`config.mk`:
```
export PLATFORM = sky130hd
export DESIGN_NAME = sdct_core
export DESIGN_NICKNAME = d
export VERILOG_FILES = /design/src/sdct_pkg.sv /design/src/sdct_mem.sv /design/src/sdct_core.sv
export SDC_FILE = /design/constraint.sdc
export NUM_CORES = 1
export LEC_CHECK = 0
export BUFFER_PORTS_ARGS = -buffer_cell sky130_fd_sc_hd__buf_2
export CAP_MARGIN = 20
export CORE_MARGIN = 2
export CORE_UTILIZATION = 40
export CTS_BUF_LIST = sky130_fd_sc_hd__clkbuf_8
export DETAILED_ROUTE_END_ITERATION = 8
export GPL_TIMING_DRIVEN = 0
export HOLD_SLACK_MARGIN = 0.05
export PLACE_DENSITY = 0.62
export SLEW_MARGIN = 20
export SYNTH_ARGS = -nofsm -noshare
export SYNTH_HDL_FRONTEND = slang
export SYNTH_SLANG_ARGS = --single-unit
```
`constraint.sdc`:
```
create_clock -name core_clk -period 2.07 [get_ports core_clk]
set_input_delay 0.1035 -clock core_clk [delete_from_list [all_inputs] [get_ports core_clk]]
set_output_delay 0.1035 -clock core_clk [all_outputs]
set_load 0.01 [all_outputs]
```
`src/sdct_pkg.sv`:
```
/*
 Shared constants and carrier types of the SDRAM command timing block.
 Assumes a 40 MHz core clock and a controller that samples nothing here.
*/
package sdct_pkg;
   localparam int unsigned CLK_PERIOD_PS            = 25000;
   localparam int unsigned POWER_DOWN_ENTRY_LATENCY = 1;
   localparam int unsigned POWER_DOWN_EXIT_LATENCY  = 1;
   localparam int unsigned WRITE_MASK_LATENCY       = 0;
   localparam int unsigned READ_MASK_FLOAT_LATENCY  = 2;
   localparam int unsigned WRITE_COMMAND_DATA_DELAY = 0;
   localparam int unsigned DATA_WIDTH               = 16;
   localparam int unsigned MASK_WIDTH               = 2;
   localparam int unsigned ADDR_WIDTH               = 4;

   typedef enum logic [2:0]
   {
      SDCT_CMD_NOP   = 3'h0,
      SDCT_CMD_READ  = 3'h1,
      SDCT_CMD_WRITE = 3'h2,
      SDCT_CMD_OTHER = 3'h3
   } sdct_cmd_t;

   typedef struct packed
   {
      sdct_cmd_t                   cmd;
      logic [ADDR_WIDTH-1:0]       col;
      logic [MASK_WIDTH-1:0]       mask;
      logic [DATA_WIDTH-1:0]       wdata;
   } sdct_bus_t;

   typedef enum logic [1:0]
   {
      SDCT_ST_RUN   = 2'h0,
      SDCT_ST_SLEEP = 2'h1
   } sdct_state_t;
endpackage : sdct_pkg

```
`src/sdct_mem.sv`:
```
/*
 Small byte-masked word memory with registered read data.
 Assumes one write and one read port on the core clock.
*/
`timescale 1ns/100ps
`default_nettype none
module sdct_mem
   import sdct_pkg::*;
#(
   parameter int unsigned AW = ADDR_WIDTH
)
(
   input  wire logic                  core_clk,
   input  wire logic                  we,
   input  wire logic [AW-1:0]         waddr,
   input  wire logic [MASK_WIDTH-1:0] wen_byte,
   input  wire logic [DATA_WIDTH-1:0] wdata,
   input  wire logic [AW-1:0]         raddr,
   output var  logic [DATA_WIDTH-1:0] rdata
);
   logic [DATA_WIDTH-1:0] mem [0:(1<<AW)-1];

   always_ff @(posedge core_clk)
   begin
      for (int i = 0; i < MASK_WIDTH; i++)
      begin
         if (we && wen_byte[i])
            mem[waddr][i*8 +: 8] <= wdata[i*8 +: 8];
      end
      rdata <= mem[raddr];
   end
endmodule : sdct_mem
`default_nettype wire

```
`src/sdct_core.sv`:
```
/*
 Device-side command timing core: clock-enable power-down, byte masks, write capture.
 Assumes the controller meets all command spacing; inputs are synchronous logic.
*/
`timescale 1ns/100ps
`default_nettype none
module sdct_core
   import sdct_pkg::*;
(
   input  wire logic                  core_clk,
   input  wire logic                  sys_rst,
   input  wire logic                  clk_enable,
   input  var  sdct_bus_t             bus_in,
   output var  logic [DATA_WIDTH-1:0] rdata,
   output var  logic [DATA_WIDTH-1:0] rdata_oe,
   output var  logic                  suspended
);
   sdct_state_t           state;
   sdct_state_t           next_state;
   logic                  active;
   logic                  next_suspended;
   logic [MASK_WIDTH-1:0] rmask_d1;
   logic [MASK_WIDTH-1:0] next_rmask_d1;
   logic                  rd_d1;
   logic                  next_rd_d1;
   logic [DATA_WIDTH-1:0] mem_q;
   logic [DATA_WIDTH-1:0] next_rdata_oe;
   logic                  we;

   function automatic logic [DATA_WIDTH-1:0] lanes(input logic [MASK_WIDTH-1:0] m);
      logic [DATA_WIDTH-1:0] r;
      r = '0;
      for (int i = 0; i < MASK_WIDTH; i++)
         r[i*8 +: 8] = {8{m[i]}};
      return r;
   endfunction : lanes

   // Commands only count one edge after the clock enable sampled high
   assign active = (state == SDCT_ST_RUN);

   always_comb
   begin
      next_state     = clk_enable ? SDCT_ST_RUN : SDCT_ST_SLEEP;
      // Own flop for the flag, so the pin carries no decode after the state
      next_suspended = (next_state == SDCT_ST_SLEEP);
   end

   always_ff @(posedge core_clk)
   begin
      if (sys_rst)
      begin
         state     <= SDCT_ST_RUN;
         suspended <= 1'b0;
      end
      else
      begin
         state     <= next_state;
         suspended <= next_suspended;
      end
   end

   // Data and mask arrive with the command; no extra stage on writes
   assign we = active && (bus_in.cmd == SDCT_CMD_WRITE);

   sdct_mem u_mem
   (
      .core_clk (core_clk),
      .we       (we),
      .waddr    (bus_in.col),
      .wen_byte (~bus_in.mask),
      .wdata    (bus_in.wdata),
      .raddr    (bus_in.col),
      .rdata    (mem_q)
   );

   always_comb
   begin
      next_rd_d1    = active && (bus_in.cmd == SDCT_CMD_READ);
      next_rmask_d1 = active ? bus_in.mask : rmask_d1;
      // Mask from one edge back, taken with the read, gates the drivers
      next_rdata_oe = rd_d1 ? ~lanes(rmask_d1) : '0;
   end

   always_ff @(posedge core_clk)
   begin
      if (sys_rst)
      begin
         rd_d1    <= 1'b0;
         rmask_d1 <= '0;
         rdata_oe <= '0;
         rdata    <= '0;
      end
      else
      begin
         rd_d1    <= next_rd_d1;
         rmask_d1 <= next_rmask_d1;
         rdata_oe <= next_rdata_oe;
         rdata    <= mem_q;
      end
   end
endmodule : sdct_core
`default_nettype wire

```
# Yosys cells after proc, flatten, opt, wreduce, memory -nomap -nowiden
# Memories as Yosys holds them, arrays and structs flattened. A register that Yosys moved wholly into a read port is not among the register bits.
# Index checks and enable logic that the tools add are counted.
[word_totals]
register_bits = 38
ramBits = 256
input_bits = 28
out_inout_bits = 33
wordCells = 24
memories = 1
[mem_list]
columns = ["name", "words", "width", "read_ports", "rd_clocked_by_memory_dff", "write_ports", "line_no", "source"]
rows = [
  ["u_mem.mem", 16, 16, 1, 1, 1, "sdct_mem.sv:21", "logic [DATA_WIDTH-1:0] mem [0:(1<<AW)-1];"],
]
[classes]
eq_ne = 3
n_mux = 5
bitwise = 3
reduce_logical = 6
[ops]
columns = ["op", "n"]
rows = [
  ["$not 16->16", 1],
  ["$mux 1", 5],
  ["$logic_and 1x1->1", 4],
  ["$eq 3x1->1 const B", 1],
  ["$eq 3x2->1 const B", 1],
  ["$logic_not 2->1", 1],
  ["$not 2->2", 1],
  ["$reduce_or 2->1", 1],
  ["$eq 1x1->1 const B", 1],
  ["$not 1->1", 1],
]

# Logic depth before layout (Yosys ltp)
# Gate-level depths: netlist (run 1).
[logic_depth]
word_depth = 5
depth_mapped = 6
mapped_depth_nobuf = 3

# Modules after synthesis
# From an unflattened synthesis (run 1), not the netlist that was laid out.
[hier_totals]
cells_unflattened = 529
hier_area_um2 = 10974.3
[by_module_without_submodules]
columns = ["module", "n_inst", "cells_per_inst", "area_per_inst_um2"]
rows = [
  ["sdct_mem", 1, 462, 10229.8],
  ["sdct_core", 1, 67, 744.5],
]

# Worst setup path after synthesis (run 1)
# No wires, ideal clock.
[synth_timing]
kind = "register to register"
start = "reg state[0]"
end = "mem u_mem.mem[12][10] (enable)"
setup_time_ns = 0.370
arrival_time_ns = 1.412
required_time_ns = 1.700
path_slack_ns = 0.287
stages_incl_launch_ff = 4
path_buffers = 0
synth_period_minus_slack_ns = 1.783
cell_sequence = "dfxtp_1 nor4b_4 nand3b_1 nor2_1"
[synth_via]
elab_chain_len = 5
[synth_lines]
columns = ["element", "line_no", "source"]
rows = [
  ["from (decl)", "sdct_core.sv:18", "sdct_state_t state;"],
  ["from (signal assigned)", "sdct_core.sv:57", "state <= next_state;"],
  ["$logic_not 2->1", "sdct_core.sv:39", "assign active = (state == SDCT_ST_RUN);"],
  ["$logic_and 1x1->1", "sdct_core.sv:63", "assign we = active && (bus_in.cmd == SDCT_CMD_WRITE);"],
  ["$logic_and 1x1->1", "sdct_mem.sv:27", "if (we && wen_byte[i])"],
  ["$mux 1", "sdct_mem.sv:27", ""],
  ["$mux 1 (implied by the code)", "sdct_mem.sv:28", "mem[waddr][i*8 +: 8] <= wdata[i*8 +: 8];"],
  ["to (decl)", "sdct_mem.sv:21", ""],
]
# No other way between the ends.

# Worst setup path after layout (run 1)
[layout_timing]
start = "reg state[0]"
end = "mem u_mem.mem[7][6] (enable)"
# The elaborated chain is that of the path after synthesis.

==> results of run 1 <==
[timing repair]
action	in CTS	in global routing
setup endpoints to repair	256	248
pin swaps	1	1
hold buffers	23	0
endpoints found under the hold margin	263	0
resized for setup	38	3
setup buffers	0	1
[layout make-up]
cell class / instances / area, sq um / area share [%]
sequential: 294 / 8450 / 65.8
tap: 341 / 427 / 3.32
clock inverter: 27 / 115 / 0.896
buffer: 41 / 279 / 2.17
timing repair buffer: 83 / 533 / 4.15
multi-input combinational: 187 / 2310 / 18.0
clock buffer: 53 / 729 / 5.68
[logic make-up after synthesis]
group	count (synthesis)	synth area share, %
AND/OR/NAND/NOR	89	4.09
flip-flops	294	77.4
buffers and inverters	41	2.56
multiplexers	66	13.4
AO/OA/AOI/OAI	32	2.57
[worst min-delay path, stage by stage]
cell	delay, ns
sky130_fd_sc_hd__buf_2	0.11
sky130_fd_sc_hd__nor2_1	0.17
sky130_fd_sc_hd__a22oi_1	0.26
sky130_fd_sc_hd__nand2_1	0.08
[synth_stat cells]
cell,number
sky130_fd_sc_hd__a22oi_1,24
sky130_fd_sc_hd__a22oi_2,8
sky130_fd_sc_hd__and2_1,1
sky130_fd_sc_hd__buf_1,3
sky130_fd_sc_hd__buf_12,3
sky130_fd_sc_hd__buf_2,7
sky130_fd_sc_hd__buf_4,16
sky130_fd_sc_hd__buf_6,1
sky130_fd_sc_hd__clkbuf_1,11
sky130_fd_sc_hd__dfxtp_1,38
sky130_fd_sc_hd__edfxtp_1,256
sky130_fd_sc_hd__mux2i_1,2
sky130_fd_sc_hd__mux4_2,64
sky130_fd_sc_hd__nand2_1,17
sky130_fd_sc_hd__nand2b_1,4
sky130_fd_sc_hd__nand3b_1,8
sky130_fd_sc_hd__nor2_1,38
sky130_fd_sc_hd__nor2b_1,18
sky130_fd_sc_hd__nor4_1,1
sky130_fd_sc_hd__nor4b_4,1
sky130_fd_sc_hd__or2_2,1
[sequential cells by signal (all words and copies together) (netlist names)]
register	count
rmask_d1	2
state	1
rd_d1	1
u_mem.rdata	16
u_mem.mem	256
rdata_oe	2
rdata	16
[power by group]
group	internal, mW	switching [mW]	leakage (nW)
clock	2.32	2.09	0.499
combinational	0.257	0.337	1.21
sequential	6.51	0.0179	2.62
total	9.09	2.45	4.32
[metal layers]
metal,vias to the layer above,track usage (%)
met5,-,0
met4,0,5.35
met3,37,3.31
met2,174,26.1
met1,2724,20.8
li1,2360,-
[worst max path at each step]
stage | from | cells after the start | slack [ns] | end
floorplan | state[0] | 3 | 0.29 | u_mem.mem[12][10]
global placement | bus_in[19] | 5 | -0.28 | u_mem.mem[11][2]
detailed placement | bus_in[19] | 5 | -0.34 | u_mem.mem[11][3]
CTS | state[0] | 3 | -0.06 | u_mem.mem[11][4]
global route | state[0] | 3 | -0.16 | u_mem.mem[8][4]
finish | state[0] | 3 | -0.12 | u_mem.mem[7][6]
==> metrics.log, run 1 <==
[metrics] hold path startpoint: bus_in[20]
[metrics] most frequent standard cell in the layout excluding fill and tap cells: sky130_fd_sc_hd__edfxtp_1
[metrics] final setup skew: 0.0231 ns
[metrics] share of final-layout standard cells stronger than drive strength 1: 37.2%
[metrics] peak supply drop: 0.364 mV
[metrics] Clock Sink Count: 294
[metrics] Area Overhead vs Synth: 17.6%
[metrics] Pre-antenna DRT Iters: 5
[metrics] Antenna Cells: 0
[metrics] leftover overflow at the end of global routing: 0
[metrics] largest fanout on the critical path: 8
[metrics] routed wl met2: 11,000 microns
[metrics] area leader, netlist: sky130_fd_sc_hd__edfxtp_1
[metrics] count of final max-slew check failures: 0
[metrics] clock buffer count from CTS: 44
[metrics] syn_nets: 550
[metrics] kind of capture point of the worst setup path: flop
[metrics] Synth Warn #: 0
[metrics] least setup slack across all paths after layout: -0.122 ns
[metrics] library cell used as clock root buffer: sky130_fd_sc_hd__clkbuf_8
[metrics] Netlist cell types: 21
[metrics] synthesized area per cell: 20.9 sq um
[metrics] count of H-tree levels built during CTS: 2
[metrics] Die Span Y: 169 microns
[metrics] TritonCTS clock tree: yes
[metrics] die outline width: 169 microns
[metrics] placed instance area: 11,600 sq um
[metrics] DIE AREA: 28,600 sq um
[metrics] Hold Crit Depth: 4
[metrics] combined global-route utilization of all metal layers: 15.7%
[metrics] series of cell instances along the critical path: nor4b_4 -> nand3b_1 -> nor2_2
[metrics] endpoint of the worst hold-timing path: u_mem.rdata[0]
[metrics] Final Util: 47.8%
[metrics] number of cells in the design after placement: 922
[metrics] post-layout min period: 2.19 ns
[metrics] total negative slack: -13.53 ns
[metrics] number of antenna violations at the first check in global routing: 0
[metrics] worst-case reg-to-reg path depth: 3
[metrics] iteration-0 DRC count of the detailed router: 596
[metrics] number of filler cells placed in the layout: 2,199
[metrics] worst reg2reg endpoint: u_mem.mem[7][6]
[metrics] FF-to-FF setup slack: -0.12 ns
[metrics] Core Rows: 60
[metrics] fraction of synthesized cell area taken by the top area cell type: 70.4%
[metrics] commonest non-fill, non-tap cells in the layout: sky130_fd_sc_hd__edfxtp_1, sky130_fd_sc_hd__buf_2, sky130_fd_sc_hd__mux4_2
[metrics] wire length of the first global-routing pass: 33,300 microns
[metrics] kind of path behind the tightest hold check: input pin to flop
[metrics] Pwr per Cell Area: 898 nW/um^2
[metrics] r2r startpoint: state[0]
[metrics] core area: 26,900 sq um
[metrics] Mapped Area: 10,900 sq um
[metrics] summed area of non-filler cells in the final layout: 12,800 sq um
[metrics] pre-CTS setup slack: -0.343 ns
[metrics] top cell family by delay on the critical path: simple AND/OR/NAND/NOR gates
[metrics] number of global-route vias before repair: 5,680
[metrics] CP arrival: 2.35 ns
[metrics] total met3 wirelength after detailed routing: 1260 microns
[metrics] worst path bufs/invs: 0
[metrics] Synth Register Bits: 294
[metrics] slew at the pin with the worst max-slew slack: 0.843 ns
[metrics] leakage power figure: 4.32 nW
[metrics] clock insertion delay at the later pin of the skew report: 0.55 ns
[metrics] worst rel slew slack: 43.8%
[metrics] Longest Clk Path Bufs: 3
[metrics] Max Freq: 0.456 GHz
[metrics] number of nets with antenna violations after detailed routing: 0
[metrics] most area-consuming cells after synthesis: sky130_fd_sc_hd__edfxtp_1, sky130_fd_sc_hd__mux4_2, sky130_fd_sc_hd__dfxtp_1, sky130_fd_sc_hd__a22oi_1, sky130_fd_sc_hd__nor2_1
[metrics] Power Total: 11.5 mW
[metrics] count of input and output buffers: 59
[metrics] number of max-cap violations: 0
[metrics] clock input transition at the sequential cells of the worst setup and hold paths: 0.06 ns
[metrics] ratio of final minimum period to clock period: 106%
[metrics] CP Data Required Time: 2.23 ns
[metrics] highest cell delay on the worst timing path: 0.57 ns
[metrics] setup repair after global routing missed its margin: yes
[metrics] sequential-to-total area share from yosys stat: 77.4%
[metrics] non-filler cells, final: 1,026
[metrics] post-detailed-placement half-perimeter wirelength: 14,200 microns
[metrics] number of nets in the finished design: 679
[metrics] placer congestion estimate: 0.729
[metrics] slowest library cell on the worst path: sky130_fd_sc_hd__nor4b_4
[metrics] failing checks: negative setup slack
[metrics] final count of negative-setup-slack endpoints: 192
[metrics] Top-Level Pins: 61
[metrics] Metal-1 WL: 9310 microns
[metrics] uppermost layer routed: met4
[metrics] via/cell ratio: 5.16
[metrics] final worst hold slack: 0.234 ns
[metrics] average routed wire per standard cell: 21.4 microns
[metrics] category of the critical setup timing path: flop to flop
[metrics] Mapped Cells: 522
[metrics] number of design rule violations left after detail routing: 0
[metrics] total via count after detailed routing: 5,295
[metrics] drt total wl: 21,900 microns
[metrics] Critical Path Start Type: flop
[metrics] maximum number of pins on one net before global-route repair: 17
[metrics] starting density of the core: 40.6%
[metrics] result of the run: finished, violations left
[metrics] number of hold violations in the final report: 0
Power figures use the tool's default switching activity.
==> inputs of run 2 (changes only) <==
--- a/config.mk
+++ b/config.mk
@@ -16,2 +16,3 @@
 export PLACE_DENSITY = 0.62
+export SKIP_LAST_GASP = 1
 export SLEW_MARGIN = 20
--- a/constraint.sdc
+++ b/constraint.sdc
@@ -3,2 +3,2 @@
 set_output_delay 0.1035 -clock core_clk [all_outputs]
-set_load 0.01 [all_outputs]
+set_load 0.005 [all_outputs]
==> metrics.log, run 2 (synthesis results as in run 1) <==
[metrics] kind of path behind the tightest hold check: input pin to flop
[metrics] number of global-route vias before repair: 5,678 (-0.035%)
[metrics] worst-case reg-to-reg path depth: 4 (+1)
[metrics] number of antenna violations at the first check in global routing: 0 (unchanged)
[metrics] Net Switching: 2.46 mW (+0.59%)
[metrics] Pwr per Cell Area: 892 nW/um^2 (-0.69%)
[metrics] via/cell ratio: 5.21 (+1.0%)
[metrics] TritonCTS clock tree: yes
[metrics] peak supply drop: 0.367 mV (+0.93%)
[metrics] Largest Register: u_mem.mem
[metrics] number of cells in the design after placement: 922 (unchanged)
[metrics] count of H-tree levels built during CTS: 2 (unchanged)
[metrics] multi-input gate area in the final layout: 2410 sq um (+4.3%)
[metrics] part of the total power dissipated in the clock network: 38.4% (about the same)
[metrics] worst path bufs/invs: 1 (+1)
[metrics] hold path startpoint: bus_in[18]
[metrics] slowest library cell on the worst path: sky130_fd_sc_hd__nor2_2
[metrics] library cell used as clock root buffer: sky130_fd_sc_hd__clkbuf_8
[metrics] FF-to-FF setup slack: 0.06 ns (+0.19 ns)
[metrics] ratio of final minimum period to clock period: 96.9% (-9.0 points)
[metrics] Top-Level Pins: 61 (unchanged)
[metrics] non-filler cells, final: 1,027 (+0.097%)
[metrics] clock buffer count from CTS: 44 (unchanged)
[metrics] commonest non-fill, non-tap cells in the layout: sky130_fd_sc_hd__edfxtp_1, sky130_fd_sc_hd__buf_2, sky130_fd_sc_hd__mux4_2
[metrics] leftover overflow at the end of global routing: 0 (unchanged)
[metrics] Area Overhead vs Synth: 18.6%
[metrics] count of input and output buffers: 59 (unchanged)
[metrics] DIE AREA: 28,600 sq um (unchanged)
[metrics] category of the critical setup timing path: flop to flop
[metrics] Longest Clk Path Bufs: 3 (unchanged)
[metrics] Pre-antenna DRT Iters: 7 (+2)
[metrics] die outline width: 169 microns (unchanged)
[metrics] slew at the pin with the worst max-slew slack: 1.01 ns (+0.162 ns)
[metrics] total via count after detailed routing: 5,355 (+1.1%)
[metrics] worst rel slew slack: 33.0% (-11 points)
[metrics] Hold Crit Depth: 5 (+1)
[metrics] final setup skew: 0.0287 ns (+0.00568 ns)
[metrics] CP Data Required Time: 2.24 ns (about the same)
[metrics] number of design rule violations left after detail routing: 0 (unchanged)
[metrics] post-layout min period: 2.01 ns (-0.187 ns)
[metrics] switching share of power: 21.3% (+0.098 points)
[metrics] number of max-cap violations: 0 (unchanged)
[metrics] combinational cell fraction of total power: 5.2% (about the same)
[metrics] Seq pwr share: 56.5% (about the same)
[metrics] largest fanout on the critical path: 8 (unchanged)
[metrics] worst reg2reg endpoint: u_mem.mem[7][6]
[metrics] number of nets with antenna violations after detailed routing: 0 (unchanged)
[metrics] number of flip-flops under the largest register name: 256 (unchanged)
[metrics] CP arrival: 2.17 ns (-0.18 ns)
[metrics] Core Rows: 60 (unchanged)
[metrics] Antenna Cells: 0 (unchanged)
[metrics] sequential standard cell area: 8450 sq um (about the same)
[metrics] Max Freq: 0.499 GHz (+9.3%)
[metrics] Die Span Y: 169 microns (unchanged)
[metrics] number of hold violations in the final report: 0 (unchanged)
[metrics] count of final max-slew check failures: 0 (unchanged)
[metrics] clock input transition at the sequential cells of the worst setup and hold paths: 0.06 ns (about the same)
[metrics] combined global-route utilization of all metal layers: 15.7% (about the same)
[metrics] Internal Pwr Total: 9.09 mW (about the same)
[metrics] result of the run: finished clean
[metrics] clock insertion delay at the later pin of the skew report: 0.55 ns (about the same)
[metrics] most frequent standard cell in the layout excluding fill and tap cells: sky130_fd_sc_hd__edfxtp_1
[metrics] starting density of the core: 40.6% (unchanged)
[metrics] Regs by FF count: u_mem.mem: 256 flops, rdata: 16 flops, u_mem.rdata: 16 flops
[metrics] kind of capture point of the worst setup path: flop
[metrics] wire length of the first global-routing pass: 33,200 microns (about the same)
[metrics] iteration-0 DRC count of the detailed router: 607 (+1.8%)
[metrics] core area: 26,900 sq um (unchanged)
[metrics] drt total wl: 22,100 microns (+0.71%)
[metrics] post-detailed-placement half-perimeter wirelength: 14,200 microns (unchanged)
[metrics] top cell family by delay on the critical path: simple AND/OR/NAND/NOR gates
[metrics] final count of negative-setup-slack endpoints: 0 (-100%)
[metrics] Power Total: 11.5 mW (+0.13%)
[metrics] r2r startpoint: state[0]
[metrics] highest cell delay on the worst timing path: 0.52 ns (-0.05 ns)
[metrics] Critical Path Start Type: flop
[metrics] maximum number of pins on one net before global-route repair: 17 (unchanged)
[metrics] number of nets in the finished design: 680 (+0.15%)
[metrics] series of cell instances along the critical path: nor4b_4 -> buf_4 -> nand3b_1 -> nor2_2
[metrics] number of gates on the worst path with buffers counted: 4 (+1)
[metrics] total negative slack: 0 ns (+13.53 ns)
[metrics] number of filler cells placed in the layout: 2,187 (-0.55%)
[metrics] endpoint of the worst hold-timing path: u_mem.rdata[0]
[metrics] share of final-layout standard cells stronger than drive strength 1: 37.2% (-0.054 points)
[metrics] Clock Sink Count: 294 (unchanged)
[metrics] leakage power figure: 4.33 nW (+0.21%)
[metrics] placer congestion estimate: 0.729 (unchanged)
[metrics] average routed wire per standard cell: 21.5 microns (+0.61%)
run 2: cell types whose count changed in the layout (fill, tap and decap cells not counted):
cell / change
sky130_fd_sc_hd__nor2_2: -20
sky130_fd_sc_hd__dfxtp_2: -1
sky130_fd_sc_hd__nor2_4: +20
sky130_fd_sc_hd__buf_4: +1
sky130_fd_sc_hd__dfxtp_1: +1
run 2: power by group through the flow:
stage	clock (mW)	sequential [mW]	combinational (mW)
finish	4.43	6.52	0.595
global route	4.79	6.52	0.644
CTS	4.52	6.52	0.589
detailed placement	0	6.65	0.546
global placement	0	6.65	0.528
floorplan	0	6.65	0.307
run 2: worst register-to-register path, delay by kind of cell, from the launching register on:
family	cells	cell delay, ns
buffers and inverters	1	0.22
DFF	1	0.38
and+or+nand+nor	3	1.04
run 2: layout make-up:
cell class	instances	area share, %
sequential	294	65.2
timing repair buffer	84	4.17
multi-input combinational	187	18.6
clock buffer	53	5.63
buffer	41	2.16
clock inverter	27	0.889
tap	341	3.30
run 2: worst max path at each step:
stage | startpoint | to | slack [ns]
2_1_floorplan | state[0] | u_mem.mem[12][10] | 0.31
3_3_place_gp | bus_in[19] | u_mem.mem[11][2] | -0.28
5_1_grt | state[0] | u_mem.mem[4][5] | -0.03
6_report | state[0] | u_mem.mem[7][6] | 0.06
3_5_place_dp | bus_in[19] | u_mem.mem[11][3] | -0.34
4_1_cts | state[0] | u_mem.mem[11][4] | -0.09
run 2: repair_timing:
item	CTS	global route
buffers inserted	0	2
pin swaps	1	2
hold buffers	23	0
resized for setup	37	23
hold endpoints to repair	263	0
endpoints found under the setup margin	256	248
run 2: through the flow:
step | hold WS, ns | utilization, % | area [sq um] | worst slack, ns
global route | 0.245 | 48.2 | 12900 | -0.0312
global placement | 0.266 | 43.3 | 11600 | -0.275
finish | 0.247 | 48.2 | 12900 | 0.0645
CTS | 0.228 | 47.7 | 12800 | -0.0941
floorplan | 0.176 | - | 10900 | 0.312
detailed placement | 0.275 | 43.3 | 11600 | -0.343
run 2: routing by layer:
metal	global-route usage, %	vias to the layer above	wire [microns]
li1	-	2364	-
met1	20.8	2748	9330
met2	26.1	199	11000
met3	3.31	44	1230
met4	5.35	0	505
met5	0	-	0
==> inputs of run 3 (changes only) <==
- SYNTH_HIERARCHICAL: default -> 1
==> metrics.log, run 3 <==
[metrics] result of the run: finished clean
[metrics] series of cell instances along the critical path: nor4b_4 -> buf_4 -> nand4b_1 -> buf_4 -> nor2_4 -> buf_12
[metrics] syn_nets: 557 (+1.3%)
[metrics] Synth Warn #: 6 (+6)
[metrics] Critical Path Start Type: flop
[metrics] slew at the pin with the worst max-slew slack: 0.806 ns (-0.200 ns)
[metrics] area leader, netlist: sky130_fd_sc_hd__edfxtp_1
[metrics] Mapped Area: 11,000 sq um (+0.54%)
[metrics] CP Data Required Time: 2.32 ns (+0.08 ns)
[metrics] category of the critical setup timing path: flop to flop
[metrics] final worst hold slack: 0.208 ns (-0.0387 ns)
[metrics] wire length of the first global-routing pass: 34,900 microns (+5.0%)
[metrics] Clock Sink Count: 294 (unchanged)
[metrics] worst rel slew slack: 46.3% (+13 points)
[metrics] Largest Register: u_mem/mem
[metrics] final setup skew: 0.00992 ns (-0.0188 ns)
[metrics] Max Freq: 0.505 GHz (+1.3%)
[metrics] highest cell delay on the worst timing path: 0.38 ns (-0.14 ns)
[metrics] synthesized area per cell: 20.7 sq um (-0.79%)
[metrics] TritonCTS clock tree: yes
[metrics] number of antenna violations at the first check in global routing: 2 (+2)
[metrics] share of the synthesized area in compound gates (AO/OA/AOI/OAI): 2.19% (-0.38 points)
[metrics] starting density of the core: 40.7% (+0.11 points)
[metrics] post-layout min period: 1.98 ns (-0.0261 ns)
[metrics] library cell used as clock root buffer: sky130_fd_sc_hd__clkbuf_8
[metrics] Top cell by count, worst path: sky130_fd_sc_hd__buf_4
[metrics] clock buffer count from CTS: 46 (+4.5%)
[metrics] total via count after detailed routing: 5,604 (+4.6%)
[metrics] part of the total power dissipated in the clock network: 39.1% (+0.7 points)
[metrics] Area Overhead vs Synth: 23.0%
[metrics] Pre-antenna DRT Iters: 4 (-3)
[metrics] Die Span Y: 170 microns (+0.26%)
[metrics] number of filler cells placed in the layout: 2,144 (-2.0%)
[metrics] drt total wl: 23,200 microns (+5.0%)
[metrics] iteration-0 DRC count of the detailed router: 382 (-37%)
[metrics] Longest Clk Path Bufs: 3 (unchanged)
[metrics] kind of capture point of the worst setup path: flop
[metrics] average routed wire per standard cell: 21.7 microns (+0.97%)
[metrics] most frequent standard cell in the layout excluding fill and tap cells: sky130_fd_sc_hd__edfxtp_1
[metrics] most area-consuming cells after synthesis: sky130_fd_sc_hd__edfxtp_1, sky130_fd_sc_hd__mux4_2, sky130_fd_sc_hd__dfxtp_1, sky130_fd_sc_hd__mux4_1, sky130_fd_sc_hd__a22oi_1
[metrics] setup repair after global routing missed its margin: no
[metrics] leading cell types by count after synthesis: sky130_fd_sc_hd__edfxtp_1, sky130_fd_sc_hd__mux4_2, sky130_fd_sc_hd__dfxtp_1
[metrics] most common cell in the synthesized netlist: sky130_fd_sc_hd__edfxtp_1
[metrics] switching share of power: 21.0% (-0.35 points)
[metrics] total negative slack: 0 ns (unchanged)
[metrics] slowest library cell on the worst path: sky130_fd_sc_hd__dfxtp_1
[metrics] worst setup path endpoint: u_mem/mem[10][9]
[metrics] EDFF count, synth: 256 (unchanged)
[metrics] kind of path behind the tightest hold check: input pin to flop
[metrics] sequential-to-total area share from yosys stat: 77.0% (-0.41 points)
[metrics] post-synthesis xor/xnor area fraction: 0% (unchanged)
[metrics] number of nets in the finished design: 716 (+5.3%)
[metrics] Critical Path Source: state[0]
[metrics] clock insertion delay at the later pin of the skew report: 0.54 ns (about the same)
[metrics] Internal Pwr Total: 9.26 mW (+2.0%)
[metrics] combined global-route utilization of all metal layers: 16.6% (+0.89 points)
[metrics] worst-case reg-to-reg path depth: 6 (+2)
[metrics] FF-to-FF setup slack: 0.09 ns (+0.03 ns)
[metrics] number of max-cap violations: 0 (unchanged)
[metrics] Power Total: 11.7 mW (+1.5%)
[metrics] peak supply drop: 0.342 mV (-6.7%)
[metrics] r2r startpoint: state[0]
[metrics] post-detailed-placement half-perimeter wirelength: 14,300 microns (+0.75%)
[metrics] clock input transition at the sequential cells of the worst setup and hold paths: 0.06 ns (about the same)
[metrics] count of H-tree levels built during CTS: 2 (unchanged)
[metrics] number of gates on the worst path with buffers counted: 6 (+2)
[metrics] number of global-route vias before repair: 5,832 (+2.7%)
[metrics] count of final max-slew check failures: 0 (unchanged)
[metrics] ys async rst share: 0% (unchanged)
[metrics] number of nets with antenna violations after detailed routing: 0 (unchanged)
[metrics] top cell family by delay on the critical path: simple AND/OR/NAND/NOR gates
[metrics] number of hold violations in the final report: 0 (unchanged)
[metrics] via/cell ratio: 5.25 (+0.63%)
[metrics] leftover overflow at the end of global routing: 0 (unchanged)
[metrics] placer congestion estimate: 0.744 (+2.1%)
[metrics] worst reg2reg endpoint: u_mem/mem[10][9]
[metrics] DIE AREA: 28,800 sq um (+0.53%)
[metrics] combinational family with the most area after synthesis: multiplexers
[metrics] Mapped Cells: 529 (+1.3%)
[metrics] post-synthesis simple-gate area fraction: 4.28% (+0.18 points)
[metrics] adder-cell share of the synthesized area: 0% (unchanged)
[metrics] leakage power figure: 4.67 nW (+7.9%)
[metrics] Top-Level Pins: 61 (unchanged)
[metrics] Netlist cell types: 28 (+33%)
[metrics] count of input and output buffers: 60 (+1.7%)
[metrics] Pwr per Cell Area: 869 nW/um^2 (-2.6%)
[metrics] Synth Register Bits: 294 (unchanged)
[metrics] fraction of synthesized cell area taken by the top area cell type: 70.0% (-0.38 points)
[metrics] CP arrival: 2.23 ns (+0.06 ns)
[metrics] Seq pwr share: 55.7% (-0.8 points)
[metrics] number of design rule violations left after detail routing: 0 (unchanged)
[metrics] Regs by FF count: u_mem/mem: 256 flops, rdata: 16 flops, u_mem/rdata: 16 flops
[metrics] share of cell area taken by muxes after synthesis: 13.7% (+0.27 points)
[metrics] core area: 27,000 sq um (+0.28%)
[metrics] largest fanout on the critical path: 8 (unchanged)
[metrics] commonest non-fill, non-tap cells in the layout: sky130_fd_sc_hd__edfxtp_1, sky130_fd_sc_hd__buf_2, sky130_fd_sc_hd__clkbuf_8
[metrics] Core Rows: 60 (unchanged)
[metrics] final count of negative-setup-slack endpoints: 0 (unchanged)
[metrics] Net Switching: 2.46 mW (-0.16%)
[metrics] die outline width: 170 microns (+0.26%)
[metrics] dominant register cell in the synthesized netlist: sky130_fd_sc_hd__edfxtp_1
[metrics] combinational cell fraction of total power: 5.3% (about the same)
[metrics] ratio of final minimum period to clock period: 95.6% (-1.3 points)
[metrics] maximum number of pins on one net before global-route repair: 17 (unchanged)
[metrics] Final Util: 50.1% (+1.9 points)
[metrics] worst path bufs/invs: 3 (+2)
[metrics] number of flip-flops under the largest register name: 256 (unchanged)
[metrics] share of final-layout standard cells stronger than drive strength 1: 37.3% (+0.16 points)
[run 3: cell count changes after synthesis, moves of 4 or more]
cell	delta
sky130_fd_sc_hd__nor2_1	-8
sky130_fd_sc_hd__nand3b_1	-8
sky130_fd_sc_hd__a22oi_2	-8
sky130_fd_sc_hd__buf_6	+4
sky130_fd_sc_hd__nand4b_1	+4
sky130_fd_sc_hd__a22oi_1	+8
sky130_fd_sc_hd__mux4_1	+10
sky130_fd_sc_hd__mux4_2	-10
sky130_fd_sc_hd__nor3_1	+8
[run 3: tightest hold or removal path: cells and delay by family]
family	cells	cell delay (ns)
compound gates	1	0.10
buf+inv	2	0.35
simple gates	2	0.16
[run 3: worst min-delay path by stage]
stage / endpoint / from / slack (ns) / cells after the start
3_3_place_gp: state[0] / clk_enable / 0.26 / 2
3_5_place_dp: state[0] / clk_enable / 0.27 / 2
6_report: u_mem/rdata[14] / bus_in[20] / 0.21 / 5
4_1_cts: u_mem/rdata[14] / bus_in[20] / 0.19 / 5
5_1_grt: u_mem/rdata[14] / bus_in[20] / 0.24 / 5
2_1_floorplan: state[0] / clk_enable / 0.18 / 1
[run 3: cells by family (layout without fill, tap and decap cells)]
group	count (synthesis)	count (layout)
buffers and inverters	44	241
DFF	294	294
other	0	1
muxes	66	66
and+or+nand+nor	93	93
AOI/OAI and AO/OA	32	32
[run 3: layer usage]
metal,share of wire [%],track usage [%]
met4,1.9,5.31
met5,0.10,0
met1,41,21.4
met3,6.3,3.68
met2,51,28.1
[run 3: repair_timing]
action | in CTS | in global routing
hold endpoints to repair | 278 | 0
pin swaps | 19 | 2
buffers inserted | 23 | 1
setup endpoints to repair | 256 | 245
hold buffers | 25 | 0
resized for setup | 61 | 3
[run 3: final cells by class]
class	count	area (sq um)	area share (%)
multi-input combinational	191	2500	18.6
inverter	2	7.51	0.0556
clock inverter	32	153	1.13
tap	341	427	3.16
timing repair buffer	111	896	6.64
sequential	294	8450	62.6
antenna	1	2.50	0.0185
clock buffer	54	743	5.51
buffer	42	314	2.33
[run 3: per-stage QoR]
stage / area (sq um) / instances / setup slack [ns]
final: 13500 / 1068 / 0.0907
after CTS: 13500 / 1066 / 0.0220
after detailed placement: 11800 / 932 / -0.689
after global routing: 13500 / 1067 / 0.000449
after global placement: 11700 / 930 / -1.03
after floorplan: 11000 / 529 / -0.00970
[run 3: power groups by stage]
stage | combinational [mW] | clock [mW] | sequential (mW)
final | 0.617 | 4.58 | 6.52
after detailed placement | 0.547 | 0 | 6.65
after CTS | 0.615 | 4.71 | 6.52
after floorplan | 0.303 | 0 | 6.65
after global routing | 0.669 | 4.96 | 6.53
after global placement | 0.529 | 0 | 6.64
